--- src/iocd_regs.svh ---
// Purpose: Register offsets, reset values and fixed figures of the I/O card decode block.
// Assumes: Included by bare name from the package and the design modules.
// Notes: Offsets are byte addresses on the AHB-Lite register port.
`ifndef IOCD_REGS_SVH
`define IOCD_REGS_SVH

// Register byte offsets
`define IOCD_OFS_CFG 8'h00
`define IOCD_OFS_BRGA 8'h04
`define IOCD_OFS_BRGB 8'h08
`define IOCD_OFS_STAT 8'h0C
`define IOCD_AW 8

// Reset values
`define IOCD_CFG_RST 32'h0000_0000
`define IOCD_BRG_RST 32'h0000_000A

// Backplane address bit roles
`define IOCD_A_LOW 3
`define IOCD_A_DEV 2
`define IOCD_STRAP_N 5

// Reference clock and bus clock rates in Hz
`define IOCD_REF_HZ 3686400
`define IOCD_CLK_HZ 125000000
`define IOCD_NCO_W 32
`define IOCD_TC_W 16

`endif

--- src/iocd_pkg.sv ---
// Purpose: Types shared by the I/O card decode block.
// Assumes: Index 1 of any two-port vector is serial port A, index 0 port B.
// Notes: Strap bits set to 1 mean the strap is installed.
package iocd_pkg;
  `include "iocd_regs.svh"

  typedef enum logic [1:0] {IOCD_DIR_IN, IOCD_DIR_OUT, IOCD_DIR_BIDIR} iocd_dir_e;

  // Strap register; addr_strap[0] guards A3, addr_strap[4] guards A7
  typedef struct packed {
    logic [11:0] rsvd;
    logic ref_ext;
    logic paper_en;
    logic [1:0] hs_inv_b;
    logic [1:0] hs_inv_a;
    iocd_dir_e dir_b;
    iocd_dir_e dir_a;
    logic [1:0] dcd_en;
    logic [1:0] sync_en;
    logic exp_strap;
    logic [4:0] addr_strap;
  } iocd_cfg_s;

  // Baud generator register
  typedef struct packed {
    logic [13:0] rsvd;
    logic use_rx;
    logic use_tx;
    logic [15:0] tc;
  } iocd_brg_s;

  typedef struct packed {
    logic [23:0] rsvd;
    logic [1:0] mismatch;
    logic paper;
    logic [1:0] carrier;
    logic [1:0] brg;
    logic hit;
  } iocd_stat_s;

  // Backplane I/O bus pins
  typedef struct packed {
    logic [7:0] addr;
    logic io_expansion_select;
    logic iorq_n;
    logic mreq_n;
    logic intack_n;
    logic rd_n;
    logic wr_n;
  } iocd_bp_s;

  // Connector lines into the card and out of it
  typedef struct packed {
    logic data;
    logic flow;
    logic ready;
    logic timing;
  } iocd_line_s;

  typedef struct packed {
    iocd_bp_s bp;
    logic ref_clk;
    iocd_line_s [1:0] line;
    logic [7:0] pa;
    logic [7:0] pb;
    logic [3:0] hs;
    logic paper_out_flag;
  } iocd_pins_s;

  typedef struct packed {
    logic ser_cs;
    logic par_cs;
    logic [2:0] reg_sel;
    logic rd;
    logic wr;
  } iocd_csel_s;

  // Serial controller side
  typedef struct packed {
    logic [1:0] rxd;
    logic [1:0] cts;
    logic [1:0] dcd;
    logic [1:0] rxc;
    logic [1:0] txc;
  } iocd_ser_o_s;

  typedef struct packed {
    logic [1:0] txd;
    logic [1:0] rts;
    logic [1:0] dtr;
  } iocd_ser_i_s;

  // Parallel/timer controller side
  typedef struct packed {
    logic [7:0] a_dat;
    logic [7:0] b_dat;
    logic a_drv;
    logic b_drv;
    logic [3:0] hs_dat;
    logic [3:0] hs_drv;
  } iocd_par_i_s;

  typedef struct packed {
    logic [7:0] a_dat;
    logic [7:0] b_dat;
    logic [3:0] hs;
    logic paper_out_flag;
  } iocd_par_o_s;

  // Parallel connector drive
  typedef struct packed {
    logic [7:0] a_dat;
    logic [7:0] a_oe;
    logic [7:0] b_dat;
    logic [7:0] b_oe;
    logic [3:0] hs_dat;
    logic [3:0] hs_oe;
  } iocd_ppin_s;
endpackage : iocd_pkg

--- src/iocd_addr_decode.sv ---
// Purpose: Compare backplane address against straps and pick the controller register.
// Assumes: Inputs are already synchronised to hclk.
// Notes: Purely combinational; the caller registers the selects.
`timescale 1ns/1ps
`include "iocd_regs.svh"
module iocd_addr_decode import iocd_pkg::*; (
  // Synchronised backplane bus
  input iocd_bp_s bp,
  // Strap settings
  input wire logic [4:0] addr_strap,
  input wire logic exp_strap,
  // Decoded selects
  output iocd_csel_s csel
);
  // Installed strap asks for 0, open strap for 1
  function automatic logic line_match(input logic line, input logic strap);
    return line == ~strap;
  endfunction : line_match

  logic match;
  logic io_cyc;

  // Block match, I/O-only qualification and register select
  always_comb begin
    match = line_match(bp.io_expansion_select, exp_strap);
    for (int i = 0; i < `IOCD_STRAP_N; i++) begin
      match = match & line_match(bp.addr[`IOCD_A_LOW + i], addr_strap[i]);
    end
    io_cyc = !bp.iorq_n && bp.mreq_n && bp.intack_n;
    csel.ser_cs = match && io_cyc && !bp.addr[`IOCD_A_DEV];
    csel.par_cs = match && io_cyc && bp.addr[`IOCD_A_DEV];
    csel.reg_sel = bp.addr[`IOCD_A_DEV:0];
    csel.rd = match && io_cyc && !bp.rd_n;
    csel.wr = match && io_cyc && !bp.wr_n;
  end
endmodule : iocd_addr_decode

--- src/iocd_baud_gen.sv ---
// Purpose: One baud rate generator dividing the shared reference ticks.
// Assumes: ref_tick is a one-cycle pulse per rising reference clock edge.
// Notes: Output period is 2*(tc+1) reference periods; tc is taken at each reload.
`timescale 1ns/1ps
`include "iocd_regs.svh"
module iocd_baud_gen import iocd_pkg::*; #(
  parameter int TCW = `IOCD_TC_W
) (
  // Clock and reset
  input wire logic hclk,
  input wire logic hresetn,
  // Reference and time constant
  input wire logic ref_tick,
  input wire logic [TCW-1:0] tc,
  // Divided clock
  output logic brg_clk
);
  typedef struct packed {
    logic [TCW-1:0] cnt;
    logic out;
  } iocd_brg_st_s;

  iocd_brg_st_s r_reg;
  iocd_brg_st_s r_next;

  // Count down on reference ticks, toggle and reload at zero
  always_comb begin
    r_next = r_reg;
    if (ref_tick) begin
      if (r_reg.cnt == '0) begin
        r_next.cnt = tc;
        r_next.out = ~r_reg.out;
      end else begin
        r_next.cnt = r_reg.cnt - 1'b1;
      end
    end
  end

  always_ff @(posedge hclk or negedge hresetn) begin
    if (!hresetn) begin
      r_reg <= '0;
    end else begin
      r_reg <= r_next;
    end
  end

  assign brg_clk = r_reg.out;
endmodule : iocd_baud_gen

--- src/iocd_top.sv ---
// Purpose: I/O port decode, strap options and clock selection of the serial/parallel card.
// Assumes: Straps are held in a register written over AHB-Lite; pins arrive unsynchronised.
// Notes: Index 1 is serial port A (terminal side), index 0 port B (equipment side).
// Behaviour
// Card answers one block of eight ports.
// Installed strap needs 0, open needs 1.
// A2 low selects serial controller registers.
// A2 high selects parallel/timer controller registers.
// Baud generators divide reference by time constant.
// Baud output feeds receive, transmit or both.
// Default reference clock is 3.6864 MHz.
// Sync clock strap picks both serial clocks.
// Carrier strap forces carrier detect present.
// Port A acts terminal, port B equipment.
// Strap sets parallel buffer direction per port.
// Each handshake line has strap-selected inversion.
// Port A group owns lines 2,3; B 0,1.
// Paper-out line reaches port A only strapped.
// Selects only in I/O request cycles.
//
// Decided for this implementation: the AHB-Lite register port and the register offsets.
`timescale 1ns/1ps
`include "iocd_regs.svh"
module iocd_top import iocd_pkg::*; (
  // Clock and reset
  input wire logic hclk,
  input wire logic hresetn,
  // AHB-Lite register port
  input wire logic hsel,
  input wire logic [31:0] haddr,
  input wire logic [1:0] htrans,
  input wire logic hwrite,
  input wire logic [2:0] hsize,
  input wire logic [31:0] hwdata,
  input wire logic hready,
  output logic hreadyout,
  output logic hresp,
  output logic [31:0] hrdata,
  // Backplane, connector and strap-side pins
  input iocd_pins_s pins,
  // Controller chip selects
  output iocd_csel_s csel,
  // Serial controller side
  input iocd_ser_i_s ser_i,
  output iocd_ser_o_s ser_o,
  output iocd_line_s [1:0] line_o,
  // Parallel/timer controller side
  input iocd_par_i_s par_i,
  output iocd_par_o_s par_o,
  output iocd_ppin_s ppin
);
  localparam int PW = $bits(iocd_pins_s);
  localparam logic [63:0] NCO_INC64 = (64'(`IOCD_REF_HZ) << `IOCD_NCO_W) / 64'(`IOCD_CLK_HZ);
  localparam logic [`IOCD_NCO_W-1:0] NCO_INC = NCO_INC64[`IOCD_NCO_W-1:0];

  typedef struct packed {
    iocd_pins_s s1;
    iocd_pins_s s2;
    iocd_pins_s s3;
    iocd_pins_s filt;
    logic ref_q;
    logic [`IOCD_NCO_W-1:0] nco;
    iocd_cfg_s cfg;
    iocd_brg_s brg_a;
    iocd_brg_s brg_b;
    logic dph_wr;
    logic [`IOCD_AW-1:0] dph_addr;
    logic [31:0] rdata;
    iocd_csel_s csel;
    iocd_ser_o_s ser_o;
    iocd_line_s [1:0] line_o;
    iocd_par_o_s par_o;
    iocd_ppin_s ppin;
    logic [1:0] mis;
  } iocd_top_st_s;

  iocd_top_st_s r_reg;
  iocd_top_st_s r_next;
  iocd_csel_s dec_csel;
  logic [1:0] brg_clk;
  logic ref_tick;
  logic [`IOCD_NCO_W:0] nco_sum;

  // Buffer enable from strap direction and controller request
  function automatic logic drive_en(input iocd_dir_e dir, input logic req);
    logic en;
    en = 1'b0;
    unique case (dir)
      IOCD_DIR_IN: en = 1'b0;
      IOCD_DIR_OUT: en = 1'b1;
      IOCD_DIR_BIDIR: en = req;
      default: en = 1'b0; // Unused code behaves as input, the safe direction
    endcase
    return en;
  endfunction : drive_en

  // Strap direction disagrees with what the controller is doing
  function automatic logic dir_clash(input iocd_dir_e dir, input logic req);
    return (dir == IOCD_DIR_OUT && !req) || (dir != IOCD_DIR_OUT && dir != IOCD_DIR_BIDIR && req);
  endfunction : dir_clash

  iocd_addr_decode u_dec (
    .bp(r_reg.filt.bp),
    .addr_strap(r_reg.cfg.addr_strap),
    .exp_strap(r_reg.cfg.exp_strap),
    .csel(dec_csel)
  );

  iocd_baud_gen #(.TCW(`IOCD_TC_W)) u_brg_a (
    .hclk(hclk),
    .hresetn(hresetn),
    .ref_tick(ref_tick),
    .tc(r_reg.brg_a.tc),
    .brg_clk(brg_clk[1])
  );

  iocd_baud_gen #(.TCW(`IOCD_TC_W)) u_brg_b (
    .hclk(hclk),
    .hresetn(hresetn),
    .ref_tick(ref_tick),
    .tc(r_reg.brg_b.tc),
    .brg_clk(brg_clk[0])
  );

  // Reference: on-chip 3.6864 MHz accumulator by default, or the filtered pin
  assign nco_sum = {1'b0, r_reg.nco} + {1'b0, NCO_INC};
  assign ref_tick = r_reg.cfg.ref_ext ? (r_reg.filt.ref_clk && !r_reg.ref_q) : nco_sum[`IOCD_NCO_W];

  // Next state of the whole block
  always_comb begin
    logic [PW-1:0] d;
    iocd_brg_s brg;
    logic ext;
    logic [3:0] inv;
    iocd_stat_s st;
    d = '0;
    brg = '0;
    ext = 1'b0;
    inv = '0;
    st = '0;
    r_next = r_reg;
    // Three-stage synchroniser; a bit moves once stages two and three agree
    r_next.s1 = pins;
    r_next.s2 = r_reg.s1;
    r_next.s3 = r_reg.s2;
    d = r_reg.s2 ^ r_reg.s3;
    r_next.filt = iocd_pins_s'((~d & r_reg.s3) | (d & r_reg.filt));
    r_next.ref_q = r_reg.filt.ref_clk;
    r_next.nco = nco_sum[`IOCD_NCO_W-1:0];
    // Data-phase writes; reserved bits are forced to zero
    if (r_reg.dph_wr) begin
      unique case (r_reg.dph_addr)
        `IOCD_OFS_CFG: begin
          r_next.cfg = iocd_cfg_s'(hwdata);
          r_next.cfg.rsvd = '0;
        end
        `IOCD_OFS_BRGA: begin
          r_next.brg_a = iocd_brg_s'(hwdata);
          r_next.brg_a.rsvd = '0;
        end
        `IOCD_OFS_BRGB: begin
          r_next.brg_b = iocd_brg_s'(hwdata);
          r_next.brg_b.rsvd = '0;
        end
        default: ;
      endcase
    end
    // Address phase; read data comes from the updated copy so a
    // write followed at once by a read returns the new value
    r_next.dph_wr = hsel && htrans[1] && hready && hwrite;
    r_next.dph_addr = haddr[`IOCD_AW-1:0];
    st.mismatch = r_reg.mis;
    st.paper = r_reg.par_o.paper_out_flag;
    st.carrier = r_reg.ser_o.dcd;
    st.brg = brg_clk;
    st.hit = r_reg.csel.ser_cs || r_reg.csel.par_cs;
    if (hsel && htrans[1] && hready && !hwrite) begin
      unique case (haddr[`IOCD_AW-1:0])
        `IOCD_OFS_CFG: r_next.rdata = 32'(r_next.cfg);
        `IOCD_OFS_BRGA: r_next.rdata = 32'(r_next.brg_a);
        `IOCD_OFS_BRGB: r_next.rdata = 32'(r_next.brg_b);
        `IOCD_OFS_STAT: r_next.rdata = 32'(st);
        default: r_next.rdata = 32'h0000_0000;
      endcase
    end
    // Chip selects
    r_next.csel = dec_csel;
    // Serial ports; A faces a modem as terminal, B faces a terminal as
    // modem, so B's line inputs carry the terminal's TXD, RTS and DTR
    for (int i = 0; i < 2; i++) begin
      brg = (i == 1) ? r_reg.brg_a : r_reg.brg_b;
      ext = r_reg.filt.line[i].timing;
      r_next.ser_o.rxd[i] = r_reg.filt.line[i].data;
      r_next.ser_o.cts[i] = r_reg.filt.line[i].flow;
      r_next.ser_o.dcd[i] = r_reg.cfg.dcd_en[i] | r_reg.filt.line[i].ready;
      if (r_reg.cfg.sync_en[i]) begin
        r_next.ser_o.rxc[i] = ext;
        r_next.ser_o.txc[i] = ext;
      end else begin
        r_next.ser_o.rxc[i] = brg.use_rx ? brg_clk[i] : ext;
        r_next.ser_o.txc[i] = brg.use_tx ? brg_clk[i] : ext;
      end
      r_next.line_o[i].data = ser_i.txd[i];
      r_next.line_o[i].flow = ser_i.rts[i];
      r_next.line_o[i].ready = ser_i.dtr[i];
      r_next.line_o[i].timing = r_reg.ser_o.txc[i];
    end
    // Parallel buffers follow the strap direction
    r_next.ppin.a_dat = par_i.a_dat;
    r_next.ppin.b_dat = par_i.b_dat;
    r_next.ppin.a_oe = {8{drive_en(r_reg.cfg.dir_a, par_i.a_drv)}};
    r_next.ppin.b_oe = {8{drive_en(r_reg.cfg.dir_b, par_i.b_drv)}};
    r_next.par_o.a_dat = r_reg.filt.pa;
    r_next.par_o.b_dat = r_reg.filt.pb;
    r_next.mis = {dir_clash(r_reg.cfg.dir_a, par_i.a_drv), dir_clash(r_reg.cfg.dir_b, par_i.b_drv)};
    // Handshake lines pass an XOR both ways
    inv = {r_reg.cfg.hs_inv_a, r_reg.cfg.hs_inv_b};
    r_next.ppin.hs_dat = par_i.hs_dat ^ inv;
    r_next.ppin.hs_oe = par_i.hs_drv;
    r_next.par_o.hs = r_reg.filt.hs ^ inv;
    r_next.par_o.paper_out_flag = r_reg.cfg.paper_en & r_reg.filt.paper_out_flag;
  end

  always_ff @(posedge hclk or negedge hresetn) begin
    if (!hresetn) begin
      r_reg <= '0;
      r_reg.cfg <= iocd_cfg_s'(`IOCD_CFG_RST);
      r_reg.brg_a <= iocd_brg_s'(`IOCD_BRG_RST);
      r_reg.brg_b <= iocd_brg_s'(`IOCD_BRG_RST);
    end else begin
      r_reg <= r_next;
    end
  end

  // Zero-wait-state slave, always OKAY
  assign hreadyout = 1'b1;
  assign hresp = 1'b0;
  assign hrdata = r_reg.rdata;
  assign csel = r_reg.csel;
  assign ser_o = r_reg.ser_o;
  assign line_o = r_reg.line_o;
  assign par_o = r_reg.par_o;
  assign ppin = r_reg.ppin;

  // Helper views for the checks below
  logic [7:0] bp_addr;
  logic bp_exp;
  logic bp_io;
  logic [3:0] hs_inv;
  assign bp_addr = r_reg.filt.bp.addr;
  assign bp_exp = r_reg.filt.bp.io_expansion_select;
  assign bp_io = !r_reg.filt.bp.iorq_n && r_reg.filt.bp.mreq_n && r_reg.filt.bp.intack_n;
  assign hs_inv = {r_reg.cfg.hs_inv_a, r_reg.cfg.hs_inv_b};
endmodule : iocd_top

--- config.mk ---
export PLATFORM = sky130hd
export DESIGN_NAME = iocd_top
export DESIGN_NICKNAME = d
export VERILOG_FILES = /design/src/iocd_pkg.sv /design/src/iocd_addr_decode.sv /design/src/iocd_baud_gen.sv /design/src/iocd_top.sv
export VERILOG_INCLUDE_DIRS = /design/src
export SDC_FILE = /design/constraint.sdc
export NUM_CORES = 1
export LEC_CHECK = 0
export ABC_AREA = 1
export BUFFER_PORTS_ARGS = -buffer_cell sky130_fd_sc_hd__buf_2
export CORE_MARGIN = 5
export CORE_UTILIZATION = 51
export DETAILED_ROUTE_END_ITERATION = 6
export GPL_TIMING_DRIVEN = 1
export PLACE_DENSITY_LB_ADDON = 0.3
export SKIP_CTS_REPAIR_TIMING = 1
export SYNTH_ARGS = -nofsm -noshare
export SYNTH_HDL_FRONTEND = slang
export SYNTH_SLANG_ARGS = --single-unit
--- constraint.sdc ---
create_clock -name hclk -period 1.6 [get_ports hclk]
set_input_delay 0.24 -clock hclk [delete_from_list [all_inputs] [get_ports hclk]]
set_output_delay 0.24 -clock hclk [all_outputs]
set_load 0.03 [all_outputs]
==> impl_summary.log <==
[metrics] clk sinks: between 400 and 500
[metrics] post-layout worst setup margin: -132 ps
[metrics] Starting Density: roughly 51%
[metrics] worst path arrival time: around 2200 ps
[metrics] cell row count: 69
[metrics] critical path's largest stage delay: 390 ps
[metrics] post-route minimum period: 1730 ps
[metrics] ranking of synthesized cells by area: sky130_fd_sc_hd__dfrtp_1, sky130_fd_sc_hd__nand2_1, sky130_fd_sc_hd__buf_4, sky130_fd_sc_hd__inv_1, sky130_fd_sc_hd__nand3_1
[metrics] CP most frequent cell: sky130_fd_sc_hd__nand3_4
[metrics] final hold violation count: 0
[metrics] violated checks: setup timing
[metrics] Post-synth EDFFs: 0
[metrics] clock skew after layout: about 22 ps
[metrics] Total GRT Usage: 20.8%
[metrics] detailed-router iteration count before antenna repair: 5
[metrics] outcome: finished with violations
[metrics] maximum number of pins on one net before global-route repair: 59
[metrics] Die Height: around 200 um
[metrics] unrepaired setup endpoints after global routing: true
[metrics] cell with the largest stage delay on the worst path: sky130_fd_sc_hd__dfrtp_1
[metrics] estimated wirelength of the detail-placed design: roughly 30000 um
[metrics] number of remaining DRC errors: 0
[metrics] average cell area after synthesis: between 10 and 15 um^2
[metrics] buffering stage count on the worst path with inverters included: 3
[metrics] total negative slack for setup checks: -4880 ps
[metrics] maximum vdd drop: 0.00117 V
[metrics] Die Span X: approximately 200 um
[metrics] most used flip-flop cell after synthesis: sky130_fd_sc_hd__dfrtp_1
[metrics] Crit. End Element: flip-flop
[metrics] launching point of the worst reg2reg path: r_reg[225]
[metrics] average wire per standard cell: roughly 16 um
[metrics] area of the mapped netlist: ~18000 um^2
[metrics] final number of setup-violating endpoints: 62
[metrics] power density over the cells: 1190 nW/um^2
[metrics] Net Count, Synth: 1976
[metrics] Critical Path Start: r_reg[225]
[metrics] fraction of final layout cells with drive strength greater than 1: ~29%
[metrics] Vias/cell: 4.96
[metrics] number of flip-flops in the largest register: 180
[metrics] Starting DRT DRC Count: 845
[metrics] cell taking the most area after synthesis: sky130_fd_sc_hd__dfrtp_1
[metrics] end point of the critical path: u_brg_b.r_reg[4]
[metrics] area fraction of the dominant cell type after synthesis: about three fifths
[metrics] leakage power: approximately 12 nW
[metrics] first-pass GRT wire length: about 66000 um
[metrics] Hold WC Path Type: in -> async
[metrics] IO Port Bufs: roughly 230
[metrics] Maximum Capacitance Violations: 0
[metrics] data required time of the worst path: between 2000 and 2500 ps
[metrics] drt total wl: around 45000 um
[metrics] Syn. warnings: 0
[metrics] highest clock frequency the design can meet: 577 MHz
[metrics] Max Fanout on Critical Path: 8
[metrics] Placeable Area: ~35000 um^2
[metrics] clock buffers created by TritonCTS: 47
[metrics] #FFs+latches synth: ~450
[metrics] share of the yosys chip area belonging to registers: between 60 and 70%
[metrics] cell-by-cell listing of the critical path: inv_2, ha_4, inv_2, nand2_2, nand3_4, nand2_4, nand3_4, nand3_4, nand3_4, nand2_8, clkbuf_16, nand2_2, o21ai_1
[metrics] crit path launch type: flip-flop
[metrics] post-route fraction of the period consumed by the critical path: 108%
[metrics] routability cong.: between 0.9 and 1
[metrics] total congestion overflow after global routing: 0
[metrics] total power of the final layout: between 20 and 30 mW
[metrics] family with the most delay on the worst path: simple AND/OR/NAND/NOR gates
[metrics] clock-pin slew on the worst setup and hold paths: 70 ps
[metrics] final count of pins violating max slew: 0
[metrics] source-to-sink clock delay at the later pin of the worst-skew pair: roughly 590 ps
[metrics] post-synthesis cell type count: 39
[metrics] Synth async-reset ratio: between 90% and 100%
[metrics] # H-tree levels: 2
[metrics] floorplan die area: ~40000 um^2
[metrics] number of nets in the layout: approximately 2400
[metrics] largest buffer count on any clock path: 3
[metrics] layout overhead on the synthesized area: 29.8%
[metrics] worst reg2reg endpoint: u_brg_b.r_reg[4]
[metrics] instance count on the critical path: 13
[metrics] vias after detailed routing: 13400
[metrics] vias in the first global route: around 13000
[metrics] R2R setup slack: -130 ps
[metrics] number of cell instances on the worst register-to-register path: 13
[metrics] Root Buffer: sky130_fd_sc_hd__clkbuf_16
[metrics] initial antenna violation count: 1
[metrics] number of nets still failing antenna checks after routing: 0
[metrics] critical path start-end classification: reg -> reg
[metrics] cell count after synthesis: around 1800
[metrics] TritonCTS clock tree: yes
[metrics] count of boundary I/O pins: 270
how the worst min path moves through the flow:
stage,start,to,cells after the start
after floorplan,hresetn,asynchronous set/reset pin,0
final,hresetn,r_reg[233],2
after global placement,hresetn,r_reg[335],1
after detailed placement,hresetn,ser_o[0],1
after CTS,hresetn,par_o[2],1
after global routing,hresetn,r_reg[234],2
layout by cell type, fill, tap and decap left out, types with 14 or more instances in the layout:
master                            n
sky130_fd_sc_hd__xor2_1          37
sky130_fd_sc_hd__nor2_2          22
sky130_fd_sc_hd__nand2_1        395
sky130_fd_sc_hd__a21oi_1         16
sky130_fd_sc_hd__nand2_4         17
sky130_fd_sc_hd__nand2_2         56
sky130_fd_sc_hd__nand3_1        114
sky130_fd_sc_hd__inv_2           20
sky130_fd_sc_hd__maj3_1          44
sky130_fd_sc_hd__dlygate4sd3_1  107
sky130_fd_sc_hd__and2_1          17
sky130_fd_sc_hd__o21ai_1         24
sky130_fd_sc_hd__inv_1          166
sky130_fd_sc_hd__o21ai_2         27
sky130_fd_sc_hd__o21ai_0         28
sky130_fd_sc_hd__clkbuf_16       53
sky130_fd_sc_hd__buf_4          126
sky130_fd_sc_hd__nor2_1         107
sky130_fd_sc_hd__nand3_2         14
sky130_fd_sc_hd__buf_2          226
sky130_fd_sc_hd__dfrtp_1        449
sky130_fd_sc_hd__buf_12          20
logic make-up (layout without fill, tap and decap cells):
family | Yosys count | after routing | share of synthesized area (%)
flops | 454 | 454 | 62.3
fa+ha+maj | 53 | 53 | 3.03
compound gates | 129 | 129 | 4.17
xor+xnor | 47 | 47 | 2.26
simple gates | 788 | 789 | 18.3
buf+inv | 344 | 767 | 9.91
other cells | 2 | 4 | 0.0412
where the power goes:
group / internal [mW] / switching, mW
registers: 12.4 / 0.650
clock network: 6.14 / 4.50
logic: 1.95 / 2.54
layout make-up:
class                           count  area, um^2
Clock inverter                     16         176
Sequential cell                   454       11400
Multi-Input combinational cell   1020        5670
Timing Repair Buffer              498        3850
Tap cell                          461         577
Fill cell                        2618       11800
Antenna cell                        2        5.00
Inverter                          186         698
Clock buffer                       67        1330
synth_stat cells, types with 9 or more instances:
cell / number
sky130_fd_sc_hd__a21oi_1: 17
sky130_fd_sc_hd__and2_1: 17
sky130_fd_sc_hd__buf_2: 14
sky130_fd_sc_hd__buf_4: 125
sky130_fd_sc_hd__clkbuf_1: 15
sky130_fd_sc_hd__dfrtp_1: 450
sky130_fd_sc_hd__ha_1: 9
sky130_fd_sc_hd__inv_1: 184
sky130_fd_sc_hd__maj3_1: 44
sky130_fd_sc_hd__nand2_1: 448
sky130_fd_sc_hd__nand2_2: 18
sky130_fd_sc_hd__nand3_1: 132
sky130_fd_sc_hd__nand4_1: 10
sky130_fd_sc_hd__nor2_1: 134
sky130_fd_sc_hd__nor3_1: 9
sky130_fd_sc_hd__o211ai_1: 13
sky130_fd_sc_hd__o21a_1: 13
sky130_fd_sc_hd__o21ai_0: 56
sky130_fd_sc_hd__o21ai_1: 14
sky130_fd_sc_hd__o21ai_2: 10
sky130_fd_sc_hd__xnor2_1: 10
sky130_fd_sc_hd__xor2_1: 37
through the flow:
| stage | hold slack [ps] | std cells | instance area, um^2 | worst slack [ps] | util (%) |
|---|---|---|---|---|---|
| 2_1_floorplan | -55.6 | 1817 | 18300 | -49.3 | - |
| 4_1_cts | -465 | 2573 | 21700 | -182 | 61.3 |
| 5_1_grt | 180 | 2703 | 23700 | -240 | 66.7 |
| 3_3_place_gp | 160 | 2490 | 20200 | -90.3 | 57.0 |
| 6_report | 154 | 2704 | 23700 | -132 | 66.7 |
| 3_5_place_dp | 161 | 2490 | 20200 | -146 | 57.0 |
worst reg2reg max path: stages, from the launching register on:
cell and delay, ps:
sky130_fd_sc_hd__dfrtp_1 390, sky130_fd_sc_hd__inv_2 80, sky130_fd_sc_hd__ha_4 140, sky130_fd_sc_hd__inv_2 40, sky130_fd_sc_hd__nand2_2 70, sky130_fd_sc_hd__nand3_4 80
sky130_fd_sc_hd__nand2_4 100, sky130_fd_sc_hd__nand3_4 80, sky130_fd_sc_hd__nand3_4 70, sky130_fd_sc_hd__nand3_4 130, sky130_fd_sc_hd__nand2_8 170, sky130_fd_sc_hd__clkbuf_16 190
sky130_fd_sc_hd__nand2_2 40, sky130_fd_sc_hd__o21ai_1 70
metal layers:
metal  GRT usage (%)  up-vias  wire length, um
li1                -     6381                -
met3            4.08       75             2500
met4            6.13        0             1050
met5               0        -                0
met2            34.2      341            22600
met1            28.4     6603            18400
No activity file was read; power rests on OpenSTA's default activity.
